### src/logic/ccss_pkg.sv
// Constants, strap codes and status carrier for the CPU clock source select
package ccss_pkg;

    localparam int STRAP_W = 3;
    localparam int CFG_W = 16;
    localparam int WD_DISABLE_BIT = 4;
    localparam int PER_W = 16;
    localparam int ACC_W = 17;
    localparam int K_W = 4;
    localparam int WD_W = 5;

    localparam logic [STRAP_W-1:0] STRAP_X4 = 3'h7;
    localparam logic [STRAP_W-1:0] STRAP_X3 = 3'h6;
    localparam logic [STRAP_W-1:0] STRAP_X2 = 3'h5;
    localparam logic [STRAP_W-1:0] STRAP_X5 = 3'h4;
    localparam logic [STRAP_W-1:0] STRAP_DIRECT = 3'h3;
    localparam logic [STRAP_W-1:0] STRAP_X1P5 = 3'h2;
    localparam logic [STRAP_W-1:0] STRAP_DIV2 = 3'h1;
    localparam logic [STRAP_W-1:0] STRAP_X2P5 = 3'h0;
    localparam logic [STRAP_W-1:0] STRAP_DEFAULT = STRAP_X4;

    // CPU half-cycles per input period, i.e. twice the factor
    localparam logic [K_W-1:0] HALVES_X4 = 4'h8;
    localparam logic [K_W-1:0] HALVES_X3 = 4'h6;
    localparam logic [K_W-1:0] HALVES_X2 = 4'h4;
    localparam logic [K_W-1:0] HALVES_X5 = 4'ha;
    localparam logic [K_W-1:0] HALVES_X1P5 = 4'h3;
    localparam logic [K_W-1:0] HALVES_X2P5 = 4'h5;
    localparam logic [K_W-1:0] HALVES_X1 = 4'h2;

    localparam logic [WD_W-1:0] WD_OVERFLOW = 5'h10;
    localparam logic [CFG_W-1:0] CFG_RESET = 16'h0000;

    // Free-running PLL half period; value is a plain model figure
    localparam int CLOCK_PERIOD_NS = 8;
    localparam int FREE_RUN_HALF_NS = 24;
    localparam int FREE_RUN_HALF_CYC =
        (FREE_RUN_HALF_NS + CLOCK_PERIOD_NS - 1) / CLOCK_PERIOD_NS;
    localparam logic [7:0] FREE_RUN_LAST = 8'(FREE_RUN_HALF_CYC - 1);

    typedef struct packed {
        logic [STRAP_W-1:0] mode;
        logic pll_on;
        logic watchdog_on;
        logic failover;
    } ccss_status_t;

endpackage

### src/logic/ccss_sync.sv
// Two flip-flop synchroniser for pin inputs
`timescale 1ns/100ps
`default_nettype none
module ccss_sync #(
    parameter int W = 1
) (
    input wire logic clock,
    input wire logic srst,
    input wire logic [W-1:0] async_in,
    output logic [W-1:0] sync_out
);

    logic [W-1:0] meta_q;

    // First stage feeds only the second stage
    always_ff @(posedge clock) begin
        if (srst) begin
            meta_q <= '0;
            sync_out <= '0;
        end else begin
            meta_q <= async_in;
            sync_out <= meta_q;
        end
    end

endmodule
`default_nettype wire

### src/logic/ccss_top.sv
// CPU clock source select: strap decode, multiplier, bypass, watchdog
`timescale 1ns/100ps
`default_nettype none
module ccss_top
    import ccss_pkg::*;
(
    input wire logic clock,
    input wire logic srst,
    input wire logic clock_input_pin,
    input wire logic [STRAP_W-1:0] clock_strap_pins,
    input wire logic system_config_wr,
    input wire logic [CFG_W-1:0] system_config_data,
    input wire logic clock_fail_irq_clear,
    output logic cpu_clock,
    output logic cpu_half_cycle,
    output logic clock_fail_irq,
    output logic pll_enable,
    output ccss_status_t status
);

    // ****************************************************************
    // Input synchronisation
    // ****************************************************************
    logic xin_s;
    logic [STRAP_W-1:0] strap_s;
    logic xin_prev_q;
    logic srst_prev_q;

    ccss_sync #(.W(1)) u_sync_xin (
        .clock(clock),
        .srst(srst),
        .async_in(clock_input_pin),
        .sync_out(xin_s)
    );

    ccss_sync #(.W(STRAP_W)) u_sync_strap (
        .clock(clock),
        .srst(1'b0),
        .async_in(clock_strap_pins),
        .sync_out(strap_s)
    );

    wire xin_rise = xin_s & ~xin_prev_q;
    wire xin_trans = xin_s ^ xin_prev_q;
    wire release_w = srst_prev_q & ~srst;

    // ****************************************************************
    // Strap latch and configuration
    // ****************************************************************
    logic [STRAP_W-1:0] mode_q;
    logic [CFG_W-1:0] cfg_q;

    always_ff @(posedge clock) begin
        srst_prev_q <= srst;
        xin_prev_q <= srst ? 1'b0 : xin_s;
    end

    // Pins only matter at the release; later toggling is ignored
    always_ff @(posedge clock) begin
        if (srst) begin
            mode_q <= STRAP_DEFAULT;
        end else if (release_w) begin
            mode_q <= strap_s;
        end
    end

    always_ff @(posedge clock) begin
        if (srst) begin
            cfg_q <= CFG_RESET;
        end else if (system_config_wr) begin
            cfg_q <= system_config_data;
        end
    end

    wire wd_disable = cfg_q[WD_DISABLE_BIT];
    wire mode_direct = (mode_q == STRAP_DIRECT);
    wire mode_div2 = (mode_q == STRAP_DIV2);
    wire mode_bypass = mode_direct | mode_div2;
    wire wd_enabled = mode_bypass & ~wd_disable;
    wire pll_on = ~mode_bypass | ~wd_disable;

    logic [K_W-1:0] halves_w;
    always_comb begin
        case (mode_q)
            STRAP_X4: halves_w = HALVES_X4;
            STRAP_X3: halves_w = HALVES_X3;
            STRAP_X2: halves_w = HALVES_X2;
            STRAP_X5: halves_w = HALVES_X5;
            STRAP_X1P5: halves_w = HALVES_X1P5;
            STRAP_X2P5: halves_w = HALVES_X2P5;
            default: halves_w = HALVES_X1;
        endcase
    end

    // ****************************************************************
    // Free-running PLL oscillator
    // ****************************************************************
    logic [7:0] fr_cnt_q;
    logic fr_lvl_q;
    wire fr_tick = pll_on & (fr_cnt_q == FREE_RUN_LAST);
    wire fr_rise = fr_tick & ~fr_lvl_q;

    always_ff @(posedge clock) begin
        if (srst | ~pll_on) begin
            fr_cnt_q <= '0;
            fr_lvl_q <= 1'b0;
        end else if (fr_tick) begin
            fr_cnt_q <= '0;
            fr_lvl_q <= ~fr_lvl_q;
        end else begin
            fr_cnt_q <= fr_cnt_q + 8'h01;
        end
    end

    // ****************************************************************
    // Oscillator watchdog
    // ****************************************************************
    logic [WD_W-1:0] wd_cnt_q;
    logic failover_q;
    wire wd_ovf = (wd_cnt_q == WD_OVERFLOW);
    wire fail_set = wd_enabled & wd_ovf & ~failover_q;

    always_ff @(posedge clock) begin
        if (srst | ~wd_enabled | xin_trans) begin
            wd_cnt_q <= '0;
        end else if (fr_rise & ~wd_ovf) begin
            wd_cnt_q <= wd_cnt_q + 5'h01;
        end
    end

    // Sticky: a returning input clock must not pull the CPU back
    always_ff @(posedge clock) begin
        if (srst) begin
            failover_q <= 1'b0;
        end else if (fail_set) begin
            failover_q <= 1'b1;
        end
    end

    // Set wins over a clear in the same cycle
    always_ff @(posedge clock) begin
        if (srst) begin
            clock_fail_irq <= 1'b0;
        end else if (fail_set) begin
            clock_fail_irq <= 1'b1;
        end else if (clock_fail_irq_clear) begin
            clock_fail_irq <= 1'b0;
        end
    end

    // ****************************************************************
    // Multiplier: fractional edge placement over the input period
    // ****************************************************************
    logic [PER_W-1:0] per_cnt_q;
    logic [PER_W-1:0] per_q;
    logic [ACC_W-1:0] acc_q;
    logic mult_lvl_q;
    wire [ACC_W-1:0] acc_sum = acc_q + {{(ACC_W-K_W){1'b0}}, halves_w};
    wire [ACC_W-1:0] per_ext = {1'b0, per_q};
    wire mult_tick = ~xin_rise & (per_q != '0) & (acc_sum >= per_ext);

    always_ff @(posedge clock) begin
        if (srst) begin
            per_cnt_q <= '0;
            per_q <= '0;
        end else if (xin_rise) begin
            per_cnt_q <= '0;
            per_q <= per_cnt_q + 16'h0001;
        end else if (per_cnt_q != 16'hffff) begin
            per_cnt_q <= per_cnt_q + 16'h0001;
        end
    end

    // Each input rise is itself an edge; forcing a level there would lose
    // one edge per period for the odd factors 1.5 and 2.5
    always_ff @(posedge clock) begin
        if (srst) begin
            acc_q <= '0;
            mult_lvl_q <= 1'b0;
        end else if (xin_rise) begin
            acc_q <= '0;
            mult_lvl_q <= ~mult_lvl_q;
        end else if (mult_tick) begin
            acc_q <= acc_sum - per_ext;
            mult_lvl_q <= ~mult_lvl_q;
        end else begin
            acc_q <= acc_sum;
        end
    end

    // ****************************************************************
    // Prescaler and output selection
    // ****************************************************************
    logic presc_q;
    always_ff @(posedge clock) begin
        if (srst) begin
            presc_q <= 1'b0;
        end else if (xin_rise) begin
            presc_q <= ~presc_q;
        end
    end

    logic cpu_next;
    always_comb begin
        if (failover_q) begin
            cpu_next = fr_lvl_q;
        end else if (mode_direct) begin
            cpu_next = xin_s;
        end else if (mode_div2) begin
            cpu_next = presc_q;
        end else begin
            cpu_next = mult_lvl_q;
        end
    end

    always_ff @(posedge clock) begin
        if (srst) begin
            cpu_clock <= 1'b0;
            cpu_half_cycle <= 1'b0;
        end else begin
            cpu_clock <= cpu_next;
            cpu_half_cycle <= cpu_next ^ cpu_clock;
        end
    end

    always_ff @(posedge clock) begin
        if (srst) begin
            pll_enable <= 1'b1;
            status <= '0;
        end else begin
            pll_enable <= pll_on;
            status <= '{mode: mode_q, pll_on: pll_on,
                        watchdog_on: wd_enabled, failover: failover_q};
        end
    end

endmodule
`default_nettype wire

### config.mk
export PLATFORM = sky130hd
export DESIGN_NAME = ccss_top
export DESIGN_NICKNAME = d
export VERILOG_FILES = /design/src/logic/ccss_pkg.sv /design/src/logic/ccss_sync.sv /design/src/logic/ccss_top.sv
export SDC_FILE = /design/constraint.sdc
export NUM_CORES = 1
export LEC_CHECK = 0
export ABC_AREA = 1
export BUFFER_PORTS_ARGS = -buffer_cell sky130_fd_sc_hd__buf_2
export CAP_MARGIN = 20
export CELL_PAD_IN_SITES_DETAIL_PLACEMENT = 0
export CELL_PAD_IN_SITES_GLOBAL_PLACEMENT = 2
export CORE_ASPECT_RATIO = 0.5
export CORE_UTILIZATION = 37
export DETAILED_ROUTE_END_ITERATION = 10
export PLACE_DENSITY_LB_ADDON = 0.12
export SETUP_SLACK_MARGIN = 0.5
export SYNTH_ARGS = -nofsm -noshare
export SYNTH_HDL_FRONTEND = slang
export SYNTH_HIERARCHICAL = 1
export SYNTH_SLANG_ARGS = --single-unit
### constraint.sdc
create_clock -name clock -period 8.6 [get_ports clock]
set_clock_uncertainty 0.05 [all_clocks]
set_input_delay 0.43 -clock clock [delete_from_list [all_inputs] [get_ports clock]]
set_output_delay 0.43 -clock clock [all_outputs]
set_load 0.1 [all_outputs]
## After elaboration in Yosys (flattened, before gate mapping)

Index checks and enable logic that the tools add are counted.

- Input port bits: 24
- Word-level logic and storage cells: 85
- Register bits after elaboration: 94
- Output and inout bits: 10

- Bitwise gates (word level): 29
- Multiplexer cells: 9
- $add $sub $neg: 5
- Reductions and logical operators: 6
- Equal/unequal tests: 10
- $lt $le $gt $ge: 1

Operators by type and width:

| cell | count |
|---|---|
| $pmux W4 S6 | 1 |
| $add A17 B4 Y17 | 1 |
| $ge A17 B16 Y1 | 1 |
| $mux W17 | 1 |
| $sub A17 B16 Y17 | 1 |
| $add A16 B1 Y16 const B | 1 |
| $ne A16 B16 Y1 const B | 1 |
| $reduce_bool A16 Y1 | 1 |
| $eq A3 B3 Y1 const B | 4 |
| $not A1 Y1 | 12 |
| $and A1 B1 Y1 | 10 |
| $add A8 B1 Y8 const B | 1 |
| $eq A8 B2 Y1 const B | 1 |
| $mux W1 | 7 |
| $eq A3 B2 Y1 const B | 2 |
| $add A5 B1 Y5 const B | 1 |
| $eq A5 B5 Y1 const B | 1 |
| $or A1 B1 Y1 | 5 |
| $reduce_bool A2 Y1 | 2 |
| $reduce_or A2 Y1 | 2 |
| $eq A3 B1 Y1 const B | 1 |
| $logic_not A3 Y1 | 1 |
| $xor A1 B1 Y1 | 2 |

## Longest topological paths before layout

- Depth after elaboration: 7
- Gate-level depth with buffers: 27
- Depth with buffers taken out: 27

## Hierarchy

Netlist, hierarchy kept.

By module, submodules not included:

| module | cells each | seq. area each (um^2) | area each (um^2) | instances |
|---|---|---|---|---|
| ccss_top | 662 | 1641.6 | 4609.4 | 1 |
| ccss_sync (u_sync_strap) | 18 | 120.1 | 165.2 | 1 |
| ccss_sync (u_sync_xin) | 6 | 40.0 | 55.1 | 1 |

## Least setup slack after synthesis

OpenSTA, ideal clock, no wires.

- Kind: register -> register
- Start point: register mode_q[0]
- End point: register acc_q[12]
- Clock period less this slack: 3.324 ns
- Buffers on the path: 1
- Stages on the path, launching flop included: 24
- Setup time: 0.116 ns
- Required time: 8.434 ns
- Slack: 5.276 ns
- Arrival: 3.159 ns
- Cells stage by stage: dfxtp_1 inv_1 a21oi_1 a21oi_1 fa_1 nor2_2 nor2_2 nor3_1 xor2_1 inv_1 ha_1 nand2_1 inv_1 a21oi_1 nand2_1 nand2_1 nand2_1 nand2_1 nand2_2 nand2_4 inv_2 buf_6 nor2_1 nor2_1

- Longest elaborated chain between the ends: 6
- Elaborated cells on any way between the ends: 12
- Classes of those cells: 2 x add/sub; 1 x order compare; 5 x eq/ne; 2 x mux; 1 x bitwise; 1 x reduce/logical

RTL lines:

| element | line | source |
|---|---|---|
| start: declaration | ccss_top.sv:50 | `logic [STRAP_W-1:0] mode_q;` |
| start signal: assignment | ccss_top.sv:63 | `mode_q <= strap_s;` |
| $eq A3 B2 Y1 (tied with other cells) | ccss_top.sv:84 | `case (mode_q)` |
| $pmux W4 S6 * | ccss_top.sv:84 |  |
| $add A17 B4 Y17 * | ccss_top.sv:158 | `wire [ACC_W-1:0] acc_sum = acc_q + {{(ACC_W-K_W){1'b0}}, halves_w};` |
| $ge A17 B16 Y1 | ccss_top.sv:160 | `wire mult_tick = ~xin_rise & (per_q != '0) & (acc_sum >= per_ext);` |
| $and A1 B1 Y1 | ccss_top.sv:160 |  |
| $mux W17 * | ccss_top.sv:183 | `end else if (mult_tick) begin` |
| end signal: assignment | ccss_top.sv:184 | `acc_q <= acc_sum - per_ext;` |
| end signal: assignment | ccss_top.sv:187 | `acc_q <= acc_sum;` |
| end: declaration | ccss_top.sv:156 | `logic [ACC_W-1:0] acc_q;` |

Mark *: on every way between the ends. The rest lies on a longest branch, timed or not.
A chain may end at the register's enable or synchronous reset.

## Worst setup path in the final report

- Start point: register mode_q[0]
- End point: register acc_q[11]

The elaborated chain is that of the path after synthesis.

==> impl_metrics.json <==
{
  "cp.required_ns": 8.77,
  "critPathTopFamily": "simple AND/OR/NAND/NOR gates",
  "clk_root_buffer_cell": "clkbuf_16",
  "design.die.area_um2": 13500,
  "grt_pass1_wl_um": 18600,
  "min_period_over_period_pct": 53.1,
  "synth_area_leader_cell": "dfxtp_1",
  "p_leak_nw": 2.51,
  "critPathArrivalTime_ns": 4.73,
  "antenna_found_initial": 0,
  "die_w_um": 164,
  "cp_max_fo": 24,
  "ys_warn_count": 6,
  "slew_headroom_pct": 44.7,
  "tightest_slew_ns": 0.824,
  "hp-class": "in -> reg",
  "end_kind": "register",
  "synth-seq-cells": 90,
  "postCtsHoldBufs": 0,
  "yosysMostFrequentCell": "nand2_1",
  "grt.total_usage_pct": 18.1,
  "post_dp_cell_area_um2": 5110,
  "switchingPower_uw": 801,
  "route.detailed.drc": 0,
  "synth_seq_area_share_pct": 37.3,
  "hold_viol": 0,
  "drv_slew": 0,
  "comb_power_share_pct": 50.0,
  "worst-path-buf-inv": 3,
  "cpMaxStageDelayCell": "nor3_1",
  "synth.top_cell.area_share_pct": 37.3,
  "die_h_um": 82.8,
  "post_route_cells_drive_above_1_share_pct": 7.10,
  "avgRoutedWirePerCell_um": 12.7,
  "critical_path.most_common_cell": "nand2_1",
  "coreArea_um2": 12700,
  "final_cell_area_um2": 5420,
  "start_kind": "register",
  "layout_min_cycle_time_ns": 4.57,
  "path_cells": "inv_1, a21oi_1, a21oi_1, fa_1, nor2_2, nor2_2, nor3_1, nand3_1, nand2_1, inv_1, ha_1, nand2_1, nor2_1, nand4_1, o21ai_2, nor2_2, nand2_2, nand2_4, inv_2, nand2_1, nand2_1, nor2_1",
  "cts_buffers": 9,
  "setup.worst_path.class": "reg -> reg",
  "synth_cell_types": 34,
  "cts_buffer_depth": 2,
  "dpl.hpwl_um": 8910,
  "io_pins": 34,
  "syn_area_per_cell_um2": 7.04,
  "n_antenna_cell": 0,
  "grt_pass1_vias": 3757,
  "vias": 4159,
  "fmax_mhz": 219,
  "final-setup-viol-count": 0,
  "worstSkewPairLatency_ns": 0.34,
  "power.density_nw_per_um2": 332,
  "p_sw_share_pct": 44.5,
  "port_buffers": 18,
  "fp-row-count": 29,
  "post_cts_buffers": 0,
  "syn_to_final_growth_pct": 12.3,
  "max_cap_violations": 0,
  "status": "complete, no violations",
  "synth_cells": 686,
  "post_drt_via_cell_ratio": 4.68,
  "dr.pass1.iters": 5,
  "cts.sinks": 90,
  "ys.flop_type": "dfxtp_1",
  "finalSetupTns_ns": 0,
  "synth_area_leaders": "dfxtp_1 (37%), nand2_1 (11%), inv_1 (9.1%), ha_1 (6.7%), nor2_1 (6.2%)",
  "grt_max_degree": 28,
  "start_util_pct": 38.0,
  "cts_tree": "built",
  "cts.clk_slew.worst_paths_ns": 0.07,
  "ys_async_sr_fraction_pct": 0,
  "ctsHtreeMaxLevel": 3,
  "finish.net_count": 765,
  "fillers": 1357,
  "drtIter0Drc": 359,
  "antenna_left": 0,
  "p_seq_share_pct": 26.9,
  "yosys-top-cells-count": "nand2_1 (139), inv_1 (117), dfxtp_1 (90), nor2_1 (80), a21oi_1 (48)",
  "peakVddDrop_mv": 0.174,
  "cts_resized": 0,
  "p_clk_share_pct": 23.1,
  "gr-total-overflow": 0,
  "synth_edf_count": 0,
  "gp_congestion": 0.876,
  "cp_slowest_stage_delay_ns": 0.51,
  "rsz0062_at_grt": "no",
  "netlist_area_um2": 4830,
  "drt-total-wl_um": 11300,
  "internal-power_uw": 998,
  "postLayoutCoreUtil_pct": 42.7
}
==> flip-flops by register name, summed over array words and instances, names as in the netlist <==
name / cells
acc_q: 17
failover_q: 1
u_sync_xin/sync_out: 1
per_q: 16
u_sync_strap/meta_q: 3
mult_lvl_q: 1
mode_q: 3
srst_prev_q: 1
u_sync_strap/sync_out: 3
pll_enable: 1
status: 6
cpu_half_cycle: 1
cfg_q: 1
fr_lvl_q: 1
wd_cnt_q: 5
fr_cnt_q: 8
xin_prev_q: 1
cpu_clock: 1
presc_q: 1
clock_fail_irq: 1
u_sync_xin/meta_q: 1
per_cnt_q: 16
==> worst paths after layout <==
check	start	cells past startpoint	slack [ns]	to
worst min-delay path	system_config_wr	2	0.22	cfg_q[4]
worst max-delay path	mode_q[0]	22	4.03	acc_q[11]
worst min register to register	u_sync_strap/meta_q[0]	2	0.36	u_sync_strap/sync_out[0]
worst max register to register	mode_q[0]	22	4.03	acc_q[11]
==> cell families (layout without fill, tap and decap cells) <==
family,count (synthesis),in the layout,synth area share (%)
other,1,6,0.0776
buffers and inverters,129,156,10.5
AO/OA/AOI/OAI,103,103,11.4
adder cells (fa/ha/maj),28,28,7.56
flip-flops,90,90,37.3
XOR/XNOR,36,36,6.53
AND/OR/NAND/NOR,299,299,26.7
==> layer usage <==
metal | routed length (µm) | global-route usage (%) | share of wire (%) | vias to the layer above
met5 | 0 | 0 | 0 | -
met4 | 61 | 3.89 | 0.54 | 0
met3 | 532 | 4.17 | 4.7 | 5
met2 | 4320 | 26.7 | 38 | 72
met1 | 6390 | 26.7 | 57 | 1840
li1 | - | - | - | 2242
==> cell usage in the layout, fill, tap and decap left out, drive strengths merged <==
cell type  instances
o21bai             2
o21ai             36
o21a               2
xor2              28
nand4             10
and2               2
ha                26
or2                3
nor3              12
fa                 2
nand2            143
clkbuf             9
bufinv             1
nor2              84
conb               6
dfxtp             90
nor3b              2
a21oi             48
a21o               1
a31oi              3
nand3             34
xnor2              8
buf               19
clkinv             4
inv              123
o22ai             11
nor4               9
==> per-stage QoR <==
step | hold WS [ns] | setup WS (ns) | power, mW | std cells
finish | 0.218 | 4.03 | 1.80 | 888
global route | 0.215 | 3.62 | 1.97 | 888
CTS | 0.209 | 4.14 | 1.81 | 888
detailed placement | 0.346 | 4.18 | 1.39 | 872
global placement | 0.343 | 4.20 | 1.38 | 872
floorplan | 0.338 | 5.28 | 1.20 | 691
==> layout make-up <==
class / instances / area, µm² / share of cell area (%)
timing repair buffer: 19 / 97.6 / 1.80
multi-input combinational: 472 / 2540 / 46.8
inverter: 121 / 454 / 8.38
sequential: 90 / 1800 / 33.2
clock inverter: 7 / 90.1 / 1.66
clock buffer: 9 / 225 / 4.15
tap: 170 / 213 / 3.92
==> power groups by stage <==
stage / combinational [mW] / clock, mW / sequential (mW)
CTS: 0.896 / 0.429 / 0.485
global route: 1.03 / 0.449 / 0.491
detailed placement: 0.892 / 0 / 0.495
floorplan: 0.683 / 0 / 0.513
finish: 0.900 / 0.415 / 0.485
global placement: 0.891 / 0 / 0.494
No activity file was read; power rests on OpenSTA's default activity.
